## config.mk

```make
export PLATFORM = sky130hd
export DESIGN_NAME = nsd_decode
export DESIGN_NICKNAME = d
export VERILOG_FILES = /design/src/pkg/nsd_pkg.sv /design/src/verilog/nsd_decode.sv
export VERILOG_INCLUDE_DIRS = /design/src /design/src/pkg
export SDC_FILE = /design/constraint.sdc
export NUM_CORES = 1
export LEC_CHECK = 0
export BUFFER_PORTS_ARGS = -buffer_cell sky130_fd_sc_hd__buf_2
export CELL_PAD_IN_SITES_DETAIL_PLACEMENT = 1
export CELL_PAD_IN_SITES_GLOBAL_PLACEMENT = 1
export CORE_MARGIN = 2
export CORE_UTILIZATION = 35
export CTS_CLUSTER_SIZE = 8
export DETAILED_ROUTE_END_ITERATION = 8
export GPL_ROUTABILITY_DRIVEN = 1
export PLACE_DENSITY_LB_ADDON = 0.1
export SYNTH_ARGS = -nofsm -noshare
export SYNTH_HDL_FRONTEND = slang
export SYNTH_SLANG_ARGS = --single-unit
```

## constraint.sdc

```tcl
create_clock -name clk -period 2.7 [get_ports clk]
set_clock_uncertainty 0.15 [all_clocks]
set_input_delay 0.405 -clock clk [delete_from_list [all_inputs] [get_ports clk]]
set_output_delay 0.405 -clock clk [all_outputs]
set_load 0.005 [all_outputs]
```

## src/pkg/nsd_cfg.svh

```systemverilog
`ifndef NSD_CFG_SVH
`define NSD_CFG_SVH
// opcode fields of the 14-bit instruction word
`define NSD_SWAP_OP 6'h0E
`define NSD_DIRL_OP 11'h00C
`define NSD_XORL_OP 6'h3A
`define NSD_DIRL_MIN 3'h5
`define NSD_DIRL_MAX 3'h7
// direction registers at file addresses 0x85..0x87, bank bit as msb
`define NSD_DIR_BASE 7'h05
`define NSD_DIR_RST 8'hFF
`define NSD_W_RST 8'h00
`define NSD_Z_RST 1'h0
`define NSD_FA_RST 7'h00
`define NSD_FD_RST 8'h00
`endif

```

## src/pkg/nsd_pkg.sv

```systemverilog
package nsd_pkg;
    typedef enum {
        NSD_IDLE,
        NSD_EXEC
    } nsd_state_e;
    typedef struct packed {
        logic [7:0] w;
        logic [2:0][7:0] dir;
        logic z;
        logic f_we;
        logic [6:0] f_addr;
        logic [7:0] f_data;
        logic done;
    } nsd_st_s;
endpackage

```

## src/verilog/nsd_decode.sv

```systemverilog
`timescale 1ns/10ps
`include "nsd_cfg.svh"
// --------------------------------------------------------------
// Summary of operation
// - swap opcode exchanges nibbles, flags untouched
// - dest bit selects accumulator or file register
// - direction load copies accumulator to port 5-7
// - direction registers also reachable as file registers
// - literal xor into accumulator, zero flag only
// --------------------------------------------------------------
module nsd_decode (
    input wire logic clk,
    input wire logic rst,
    input wire logic ce,
    input wire logic instr_valid,
    input wire logic [13:0] instr,
    input wire logic [7:0] f_rdata,
    input wire logic dir_sel,
    input wire logic dir_we,
    input wire logic [1:0] dir_idx,
    input wire logic [7:0] dir_wdata,
    output logic [7:0] dir_rdata,
    output logic [6:0] f_addr,
    output logic [7:0] f_wdata,
    output logic f_we,
    output logic [7:0] w_out,
    output logic z_flag,
    output logic [23:0] dir_out,
    output logic done
);
    import nsd_pkg::*;

    nsd_st_s st_q, st_d;
    logic is_swap, is_dirl, is_xorl, is_hit, file_wr;
    logic [7:0] swapped, xored;
    logic [2:0] dsel;
    logic [2:0] dir_ld, dir_fw;
    logic [7:0] dir_nxt [3];

    // --------------------------------------------------------------
    // decode
    // --------------------------------------------------------------
    assign is_swap = instr_valid && instr[13:8] == `NSD_SWAP_OP;
    assign dsel = instr[2:0];
    assign is_dirl = instr_valid && instr[13:3] == `NSD_DIRL_OP
        && dsel >= `NSD_DIRL_MIN && dsel <= `NSD_DIRL_MAX;
    assign is_xorl = instr_valid && instr[13:8] == `NSD_XORL_OP;
    assign swapped = {f_rdata[3:0], f_rdata[7:4]};
    assign xored = st_q.w ^ instr[7:0];
    // write-back lands a cycle late; file side keeps its own address copy
    assign f_addr = instr[6:0];
    assign is_hit = is_swap || is_dirl || is_xorl;
    // plain file access path; opcode load wins if both land
    assign file_wr = !is_hit && dir_sel && dir_we && dir_idx != 2'h3;

    // --------------------------------------------------------------
    // direction registers, one slice per port
    // --------------------------------------------------------------
    for (genvar g = 0; g < 3; g++) begin : g_dir
        assign dir_ld[g] = is_dirl && dsel == `NSD_DIRL_MIN + 3'(g);
        assign dir_fw[g] = file_wr && dir_idx == 2'(g);
        // both never meet: file_wr is blocked by any recognised opcode
        assign dir_nxt[g] = dir_ld[g] ? st_q.w
            : (dir_fw[g] ? dir_wdata : st_q.dir[g]);
    end

    // --------------------------------------------------------------
    // next state
    // --------------------------------------------------------------
    always_comb begin
        st_d = st_q;
        st_d.f_we = 1'b0;
        st_d.done = 1'b0;
        if (is_swap) begin
            st_d.done = 1'b1;
            if (instr[7]) begin
                st_d.f_we = 1'b1;
                st_d.f_addr = instr[6:0];
                st_d.f_data = swapped;
            end else begin
                st_d.w = swapped;
            end
        end else if (is_dirl) begin
            st_d.done = 1'b1;
        end else if (is_xorl) begin
            st_d.w = xored;
            st_d.z = (xored == 8'h00);
            st_d.done = 1'b1;
        end
        st_d.dir = {dir_nxt[2], dir_nxt[1], dir_nxt[0]};
    end

    // --------------------------------------------------------------
    // state register
    // --------------------------------------------------------------
    // reset wins over ce so a frozen core can still be cleared
    always_ff @(posedge clk) begin
        if (rst) begin
            st_q <= '{
                w: `NSD_W_RST,
                dir: {3{`NSD_DIR_RST}},
                z: `NSD_Z_RST,
                f_we: 1'b0,
                f_addr: `NSD_FA_RST,
                f_data: `NSD_FD_RST,
                done: 1'b0
            };
        end else if (ce) begin
            st_q <= st_d;
        end
    end

    // --------------------------------------------------------------
    // outputs
    // --------------------------------------------------------------
    assign dir_rdata = (dir_idx == 2'h3) ? 8'h00 : st_q.dir[dir_idx];
    assign f_wdata = st_q.f_data;
    assign f_we = st_q.f_we;
    assign w_out = st_q.w;
    assign z_flag = st_q.z;
    assign dir_out = st_q.dir;
    assign done = st_q.done;

    // --------------------------------------------------------------
    // swap checks
    // --------------------------------------------------------------
    a_swap_to_w: assert property (@(posedge clk) disable iff (rst)
        ce && is_swap && !instr[7] |=> w_out == $past(swapped)
        && z_flag == $past(z_flag))
        else $error("swap to w wrong");

    a_swap_to_f: assert property (@(posedge clk) disable iff (rst)
        ce && is_swap && instr[7] |=> f_we && f_wdata == $past(swapped)
        && w_out == $past(w_out))
        else $error("swap to f wrong");

    a_swap_addr: assert property (@(posedge clk) disable iff (rst)
        ce && is_swap && instr[7] |=> st_q.f_addr == $past(instr[6:0]))
        else $error("swap write-back address wrong");

    // --------------------------------------------------------------
    // direction register checks
    // --------------------------------------------------------------
    a_dir_load: assert property (@(posedge clk) disable iff (rst)
        ce && is_dirl && dsel == 3'h6 |=> dir_out[15:8] == $past(w_out)
        && z_flag == $past(z_flag))
        else $error("direction load wrong");

    a_dirl_first: assert property (@(posedge clk) disable iff (rst)
        ce && is_dirl && dsel == 3'h5 |=> dir_out[7:0] == $past(w_out))
        else $error("direction load to first port wrong");

    a_dirl_last: assert property (@(posedge clk) disable iff (rst)
        ce && is_dirl && dsel == 3'h7 |=> dir_out[23:16] == $past(w_out))
        else $error("direction load to last port wrong");

    a_dirl_refuse: assert property (@(posedge clk) disable iff (rst)
        ce && instr_valid && instr[13:3] == `NSD_DIRL_OP
        && dsel < `NSD_DIRL_MIN |=> !done && $stable(w_out))
        else $error("direction load with low operand executed");

    a_dirl_w_keep: assert property (@(posedge clk) disable iff (rst)
        ce && is_dirl |=> $stable(w_out) && $stable(z_flag) && !f_we)
        else $error("direction load touched accumulator or flags");

    a_dir_file: assert property (@(posedge clk) disable iff (rst)
        ce && !instr_valid && dir_sel && dir_we && dir_idx == 2'h0
        |=> dir_out[7:0] == $past(dir_wdata))
        else $error("direction file write wrong");

    a_dir_quiet: assert property (@(posedge clk) disable iff (rst)
        ce && !instr_valid && !(dir_sel && dir_we) |=> $stable(dir_out))
        else $error("direction register moved without a write");

    a_dir_unmapped: assert property (@(posedge clk) disable iff (rst)
        ce && !instr_valid && dir_sel && dir_we && dir_idx == 2'h3
        |=> $stable(dir_out))
        else $error("unmapped direction write landed");

    a_collide_drop: assert property (@(posedge clk) disable iff (rst)
        ce && is_dirl && dsel != 3'h6 && dir_sel && dir_we && dir_idx == 2'h1
        |=> $stable(dir_out[15:8]))
        else $error("file write beside direction load landed");

    // --------------------------------------------------------------
    // literal and timing checks
    // --------------------------------------------------------------
    a_xor_zero: assert property (@(posedge clk) disable iff (rst)
        ce && is_xorl |=> w_out == $past(xored)
        && z_flag == ($past(xored) == 8'h00))
        else $error("xor literal wrong");

    a_xor_side: assert property (@(posedge clk) disable iff (rst)
        ce && is_xorl |=> $stable(dir_out) && !f_we)
        else $error("literal xor touched more than accumulator and zero");

    a_one_cycle: assert property (@(posedge clk) disable iff (rst)
        ce && (is_swap || is_dirl || is_xorl) |=> done)
        else $error("instruction not done in one cycle");

    a_idle_quiet: assert property (@(posedge clk) disable iff (rst)
        ce && !instr_valid |=> !done && !f_we)
        else $error("spurious completion");

    a_unknown_quiet: assert property (@(posedge clk) disable iff (rst)
        ce && instr_valid && !is_hit
        |=> !done && !f_we && $stable(w_out) && $stable(z_flag))
        else $error("unknown encoding had an effect");

    // expectation built from inputs, not from the xor net
    a_back_to_back: assert property (@(posedge clk) disable iff (rst)
        ce && is_xorl ##1 ce && is_dirl && dsel == 3'h7
        |=> dir_out[23:16] == ($past(w_out, 2) ^ $past(instr[7:0], 2)))
        else $error("accumulator result not ready for next instruction");

    // pulses hold as well; the file side must gate its write with ce
    a_freeze: assert property (@(posedge clk) disable iff (rst)
        !ce |=> $stable(w_out) && $stable(dir_out))
        else $error("state moved while frozen");

    // --------------------------------------------------------------
    // coverage
    // --------------------------------------------------------------
    c_swap: cover property (@(posedge clk) ce && is_swap);
    c_swap_f: cover property (@(posedge clk) ce && is_swap && instr[7]);
    c_dirl: cover property (@(posedge clk) ce && is_dirl);
    c_xor_z: cover property (@(posedge clk) ce && is_xorl && xored == 8'h00);
    c_dir_file: cover property (@(posedge clk) ce && file_wr);
endmodule

```

# Yosys cells after proc, flatten, opt, wreduce, memory -nomap -nowiden
# Cells that the tools add are included.
# word_totals
reg_bits	50
inputBits	38
out_inout_bits	58
elab_cells	74
# classes
magnitude_cmp	3
n_eq_ne	12
n_mux	18
n_bitwise	3
reduce_logical	29
# op_table
op	count
two-way mux 8 bit	12
two-way mux 16 bit	2
binary-select mux 8 bit (select 2 bit)	1
logical AND 1 bit	14
== test 11 x 4 -> 1 bit, second input constant	1
== test 3 bit, second input constant	3
zero test 8 bit	1
AND reduction 4 bit	2
nonzero test 2 bit	4
XOR 8 bit	1
== test 6 x 4 -> 1 bit, second input constant	1
== test 6 bit, second input constant	1
inequality test 2 bit, second input constant	3
AND reduction 2 bit	3
== test 2 bit, second input constant	2
greater-or-equal comparator 3 bit, second input constant	1
less-or-equal comparator 3 bit, second input constant	1
< comparator 2 x 3 -> 1 bit, second input constant	1
two-way mux 1 bit	3
AND reduction 3 bit	1
== test 2 x 1 -> 1 bit, second input constant	1
zero test 2 bit	1
logical OR 1 bit	2
inverter 1 bit	2
zero test 1 bit	1

# Depth between registers and ports, before layout
# logic_depth
ltp_word	13
depth_mapped	7
ltp_nobuf	5

# Worst setup path before layout
# Ideal clock, no wire load.
# synth_timing
path_kind	input-to-reg
start	input port instr[4]
end	register st_q (netlist bit dir_out[0])
setup_ps	132
arrival_time_ps	2160
t_required_ps	2418
path_slack_ps	258
cell_stages	7
n_path_buf	2
cell_sequence	or4b_4 or4_1 buf_4 or2_0 buf_2 a21oi_1 o21ai_1
# synth_between
elab_chain_cells	13
word_cells_on_any_way	15
cone_classes	eq/ne (1); mux (1); reduce/logical (13)
# synth_rtl
item	line_no	text
start, declared	nsd_decode.sv:16	input wire logic [13:0] instr,
== test 11 x 4 -> 1 bit (no line) (*)	-	
logical AND 1 bit (no line) (*) (3 in a row)	-	
logical OR 1 bit (2 in a row)	nsd_decode.sv:52	assign is_hit = is_swap || is_dirl || is_xorl;
zero test 1 bit	nsd_decode.sv:54	assign file_wr = !is_hit && dir_sel && dir_we && dir_idx != 2'h3;
logical AND 1 bit (3 in a row)	nsd_decode.sv:54	
logical AND 1 bit	nsd_decode.sv:61	assign dir_fw[g] = file_wr && dir_idx == 2'(g);
nonzero test 2 bit (no line)	-	
AND reduction 2 bit (no line)	-	
end signal, assigned	nsd_decode.sv:99	st_q <= '{
end signal, assigned	nsd_decode.sv:109	st_q <= st_d;
end, declared	nsd_decode.sv:33	nsd_st_s st_q, st_d;
# Mark *: on every way between the ends. The rest lies on a longest branch, timed or not.
# A chain may end at the register's enable or synchronous reset.

# Final worst setup path
# layout_timing
start	input port instr[4]
end	register st_q (netlist bit dir_out[7])
# Same word-level chain as after synthesis.

==> results.yml <==
sta:
  rsz0062_at_grt: "false"
  fin_crit_ns: 2.35
  timing.final.max_slew_violations: 0
  timing_worst_slew_pin_value_ns: 1.17
  fin_tns_setup_ns: 0
  timing.hold.ws_ns: 0.207
  hold_violations: 0
  max_freq_ghz: 0.426
  final.period_utilization: 0.869
  setup_viol_count_final: 0
  max_slew_margin: 0.214
setup_path:
  sort_of_element_at_the_end_of_the_critical_path: "register"
  cp_max_fo: 8
  cp_data_arrival_time_ns: 2.39
  timing_worst_setup_path_type: "input pin to register"
  internal_reg_to_reg_setup_slack_ns: 1.27
  cp-start-kind: "input pin"
  critical_path_required_ns: 2.74
  worstRegToRegCells: 4
  critical_path.reg2reg.endpoint: "z_flag"
  timing.rr.start: "w_out[5]"
global_routing:
  grt_util_met1: 0.335
  grt_antenna_before_repair: 0
  grt_util_met3: 0.0335
  grt.overflow.total: 0
  grt_pass1_vias: 2711
  groute.layer.met2.usage: 0.350
  grt_first_pass_wirelength_mm: 14.8
  maximum_number_of_pins_on_one_net_before_global_route_repair: 21
  track_usage: 0.226
  grt-busiest-layer: "met2"
detailed_routing:
  vias_per_cell: 5.36
  num_vias: 2754
  post_drt_wl_per_cell_um: 17.8
  drt_wl_total_mm: 9.13
  drc: 0
  drt_iter0_markers: 83
  drtPass1Iterations: 4
  detail-route-antenna-nets: 0
clock_network:
  clock_tree.root_cell: "clkbuf_8"
  clock-sinks: 43
  cts_repair_resize_count: 0
  cts_setup_buffers: 0
  cts_tree: "done"
  clk_pin_slew_worst_paths_ns: 0.09
  clkLatencyLatePin_ns: 0.30
  postCtsHoldBufs: 0
  tritoncts.num_buffers: 5
  max-clock-path-buffers: 2
  ctsHtreeMaxLevel: 2
layout:
  area_growth_syn_to_layout_pct: 28.9
  drive_gt1_frac: 0.402
  num-nets-final: 453
  insertedDiodeCount: 0
  filler_cell_count_in_the_final_layout: 908
logic_synthesis:
  ys_seq_area_frac: 0.334
  number_of_synthesized_register_bits: 43
  synth.lib_cells_used.distinct: 34
  post_synth_inst_count: 315
  synth_top_cells_by_area: "dfxtp_1 (33%), mux2_2 (10%), a21oi_1 (8.3%)"
  post_synthesis_cell_area_mm2: 0.00258
  post_synth.cell_area_avg_um2: 8.18
  synthesis.nets: 353
  synth_largest_area_cell: "dfxtp_1"
  synth_warnings: 0
  synth_top_area_frac: 0.334
floorplan:
  dieArea_mm2: 0.00807
  placeable_area_mm2: 0.00718
  placement_rows: 31
  fp.dieW_um: 89.8
  pin_count: 96
  floorplan.initialDensity: 0.359
  dieHeight_um: 89.8
hold_path:
  hold_class: "input pin to register"
  worstHoldEndpoint: "f_wdata[4]"
  hold_path_depth: 3
  holdCritStartpoint: "f_rdata[0]"
pwr:
  power_switching_share: 0.251
  power_frac_clock: 0.379
  comb_power_share: 0.136
  leakage_nw: 1.36
  cellInternalPower_mw: 0.997
  ir_drop_uv: 184
  switching_power_mw: 0.334
  p_seq_frac: 0.485
  powerDensity_mw_per_mm2: 400
outcome:
  outcome: "finished clean"
flow_run:
  maxCapViolCount: 0
placed_design:
  port-buffer-count: 95
  gpl.final_weighted_congestion: 0.816
  detailed_place_hpwl_mm: 7.07
cell type report:
class,instances,area [um^2],share of cell area
Sequential cell,43,861,0.259
Clock inverter,1,30.0,0.00904
Multi-Input combinational cell,243,1570,0.471
Inverter,2,7.51,0.00226
Tap cell,99,124,0.0373
Clock buffer,6,72.6,0.0218
Timing Repair Buffer,120,663,0.200
cell usage in the layout (no fill, tap or decap), types with 2 or more instances in the layout:
| master | count |
|---|---|
| buf_2 | 95 |
| a21oi_1 | 43 |
| dfxtp_1 | 43 |
| nand2_1 | 35 |
| nor3_1 | 26 |
| buf_4 | 25 |
| mux2_2 | 24 |
| o21ai_1 | 24 |
| o21ai_0 | 16 |
| or3b_2 | 10 |
| mux2i_1 | 8 |
| a32o_1 | 8 |
| xor2_1 | 8 |
| clkbuf_8 | 5 |
| nand4_1 | 4 |
| a211oi_1 | 4 |
| nor2_1 | 4 |
| or4_1 | 3 |
| nor2_2 | 3 |
| a211o_1 | 3 |
| or2_0 | 3 |
| nor2b_1 | 2 |
| or4b_4 | 2 |
| nand4b_1 | 2 |
| inv_1 | 2 |
| or4bb_1 | 2 |
| nor4_1 | 2 |
registers in the layout (all words and copies together), names as in the netlist:
name     cells
dir_out     24
w_out        8
f_we         1
z_flag       1
f_wdata      8
done         1
per-stage QoR:
stage,power [mW],cells,instance area (um^2),util,worst slack (ns)
2_1_floorplan,0.753,315,2580,-,0.258
3_3_place_gp,0.837,507,3220,0.449,0.0486
3_5_place_dp,0.840,507,3220,0.449,0.0314
4_1_cts,1.34,514,3320,0.463,0.351
5_1_grt,1.39,514,3320,0.463,0.279
6_report,1.33,514,3320,0.463,0.354
cell usage after synthesis:
cell type / n
xor2_1: 8
or4bb_1: 2
a32o_1: 8
a211oi_1: 4
mux2i_1: 8
nand2_1: 35
clkbuf_1: 13
nand3b_1: 1
or4b_4: 2
o21ai_1: 24
or2_2: 1
or4_1: 3
nor2_2: 3
buf_4: 10
nor4_2: 1
nor2_1: 4
nor4_1: 2
o21a_1: 1
nand4_1: 4
o21ai_0: 16
buf_2: 4
nand2b_1: 1
or3b_2: 10
or2_0: 3
nand4b_1: 2
inv_1: 2
mux2_2: 24
nor3_1: 26
nor2b_1: 2
dfxtp_1: 43
a21oi_1: 43
and3_1: 1
nand3_1: 1
a211o_1: 3
per-layer routing:
metal / vias up / wire length, um / share of wire
met5: - / 0 / 0
met4: 0 / 59 / 0.0065
met3: 7 / 279 / 0.031
met2: 60 / 4080 / 0.45
met1: 1334 / 4710 / 0.52
li1: 1353 / - / -
power by group through the flow:
stage,logic (mW),registers [mW],clock network (mW)
finish,0.182,0.645,0.504
global route,0.198,0.646,0.545
CTS,0.181,0.645,0.513
detailed placement,0.180,0.660,0
global placement,0.177,0.660,0
floorplan,0.0938,0.659,0
worst max-delay path, cell delays in order:
cell     delay [ns]
buf_2          0.11
or4b_4         0.55
or4_1          0.59
buf_4          0.20
mux2_2         0.27
a21oi_1        0.18
o21ai_1        0.08
cells by family after synthesis:
group / share of synthesized area
AO/OA/AOI/OAI: 0.217
multiplexers: 0.136
flip-flops: 0.334
AND/OR/NAND/NOR: 0.227
buffers and inverters: 0.0587
XOR/XNOR: 0.0272
worst max-delay path by stage:
stage | start | to | slack, ns | cells past startpoint
2_1_floorplan | instr[4] | dir_out[0] | 0.26 | 7
3_3_place_gp | instr[4] | dir_out[7] | 0.05 | 7
3_5_place_dp | instr[4] | dir_out[7] | 0.03 | 7
4_1_cts | instr[4] | dir_out[7] | 0.35 | 7
5_1_grt | instr[4] | dir_out[17] | 0.28 | 8
6_report | instr[4] | dir_out[7] | 0.35 | 7
(Power assumes the default switching activity.)
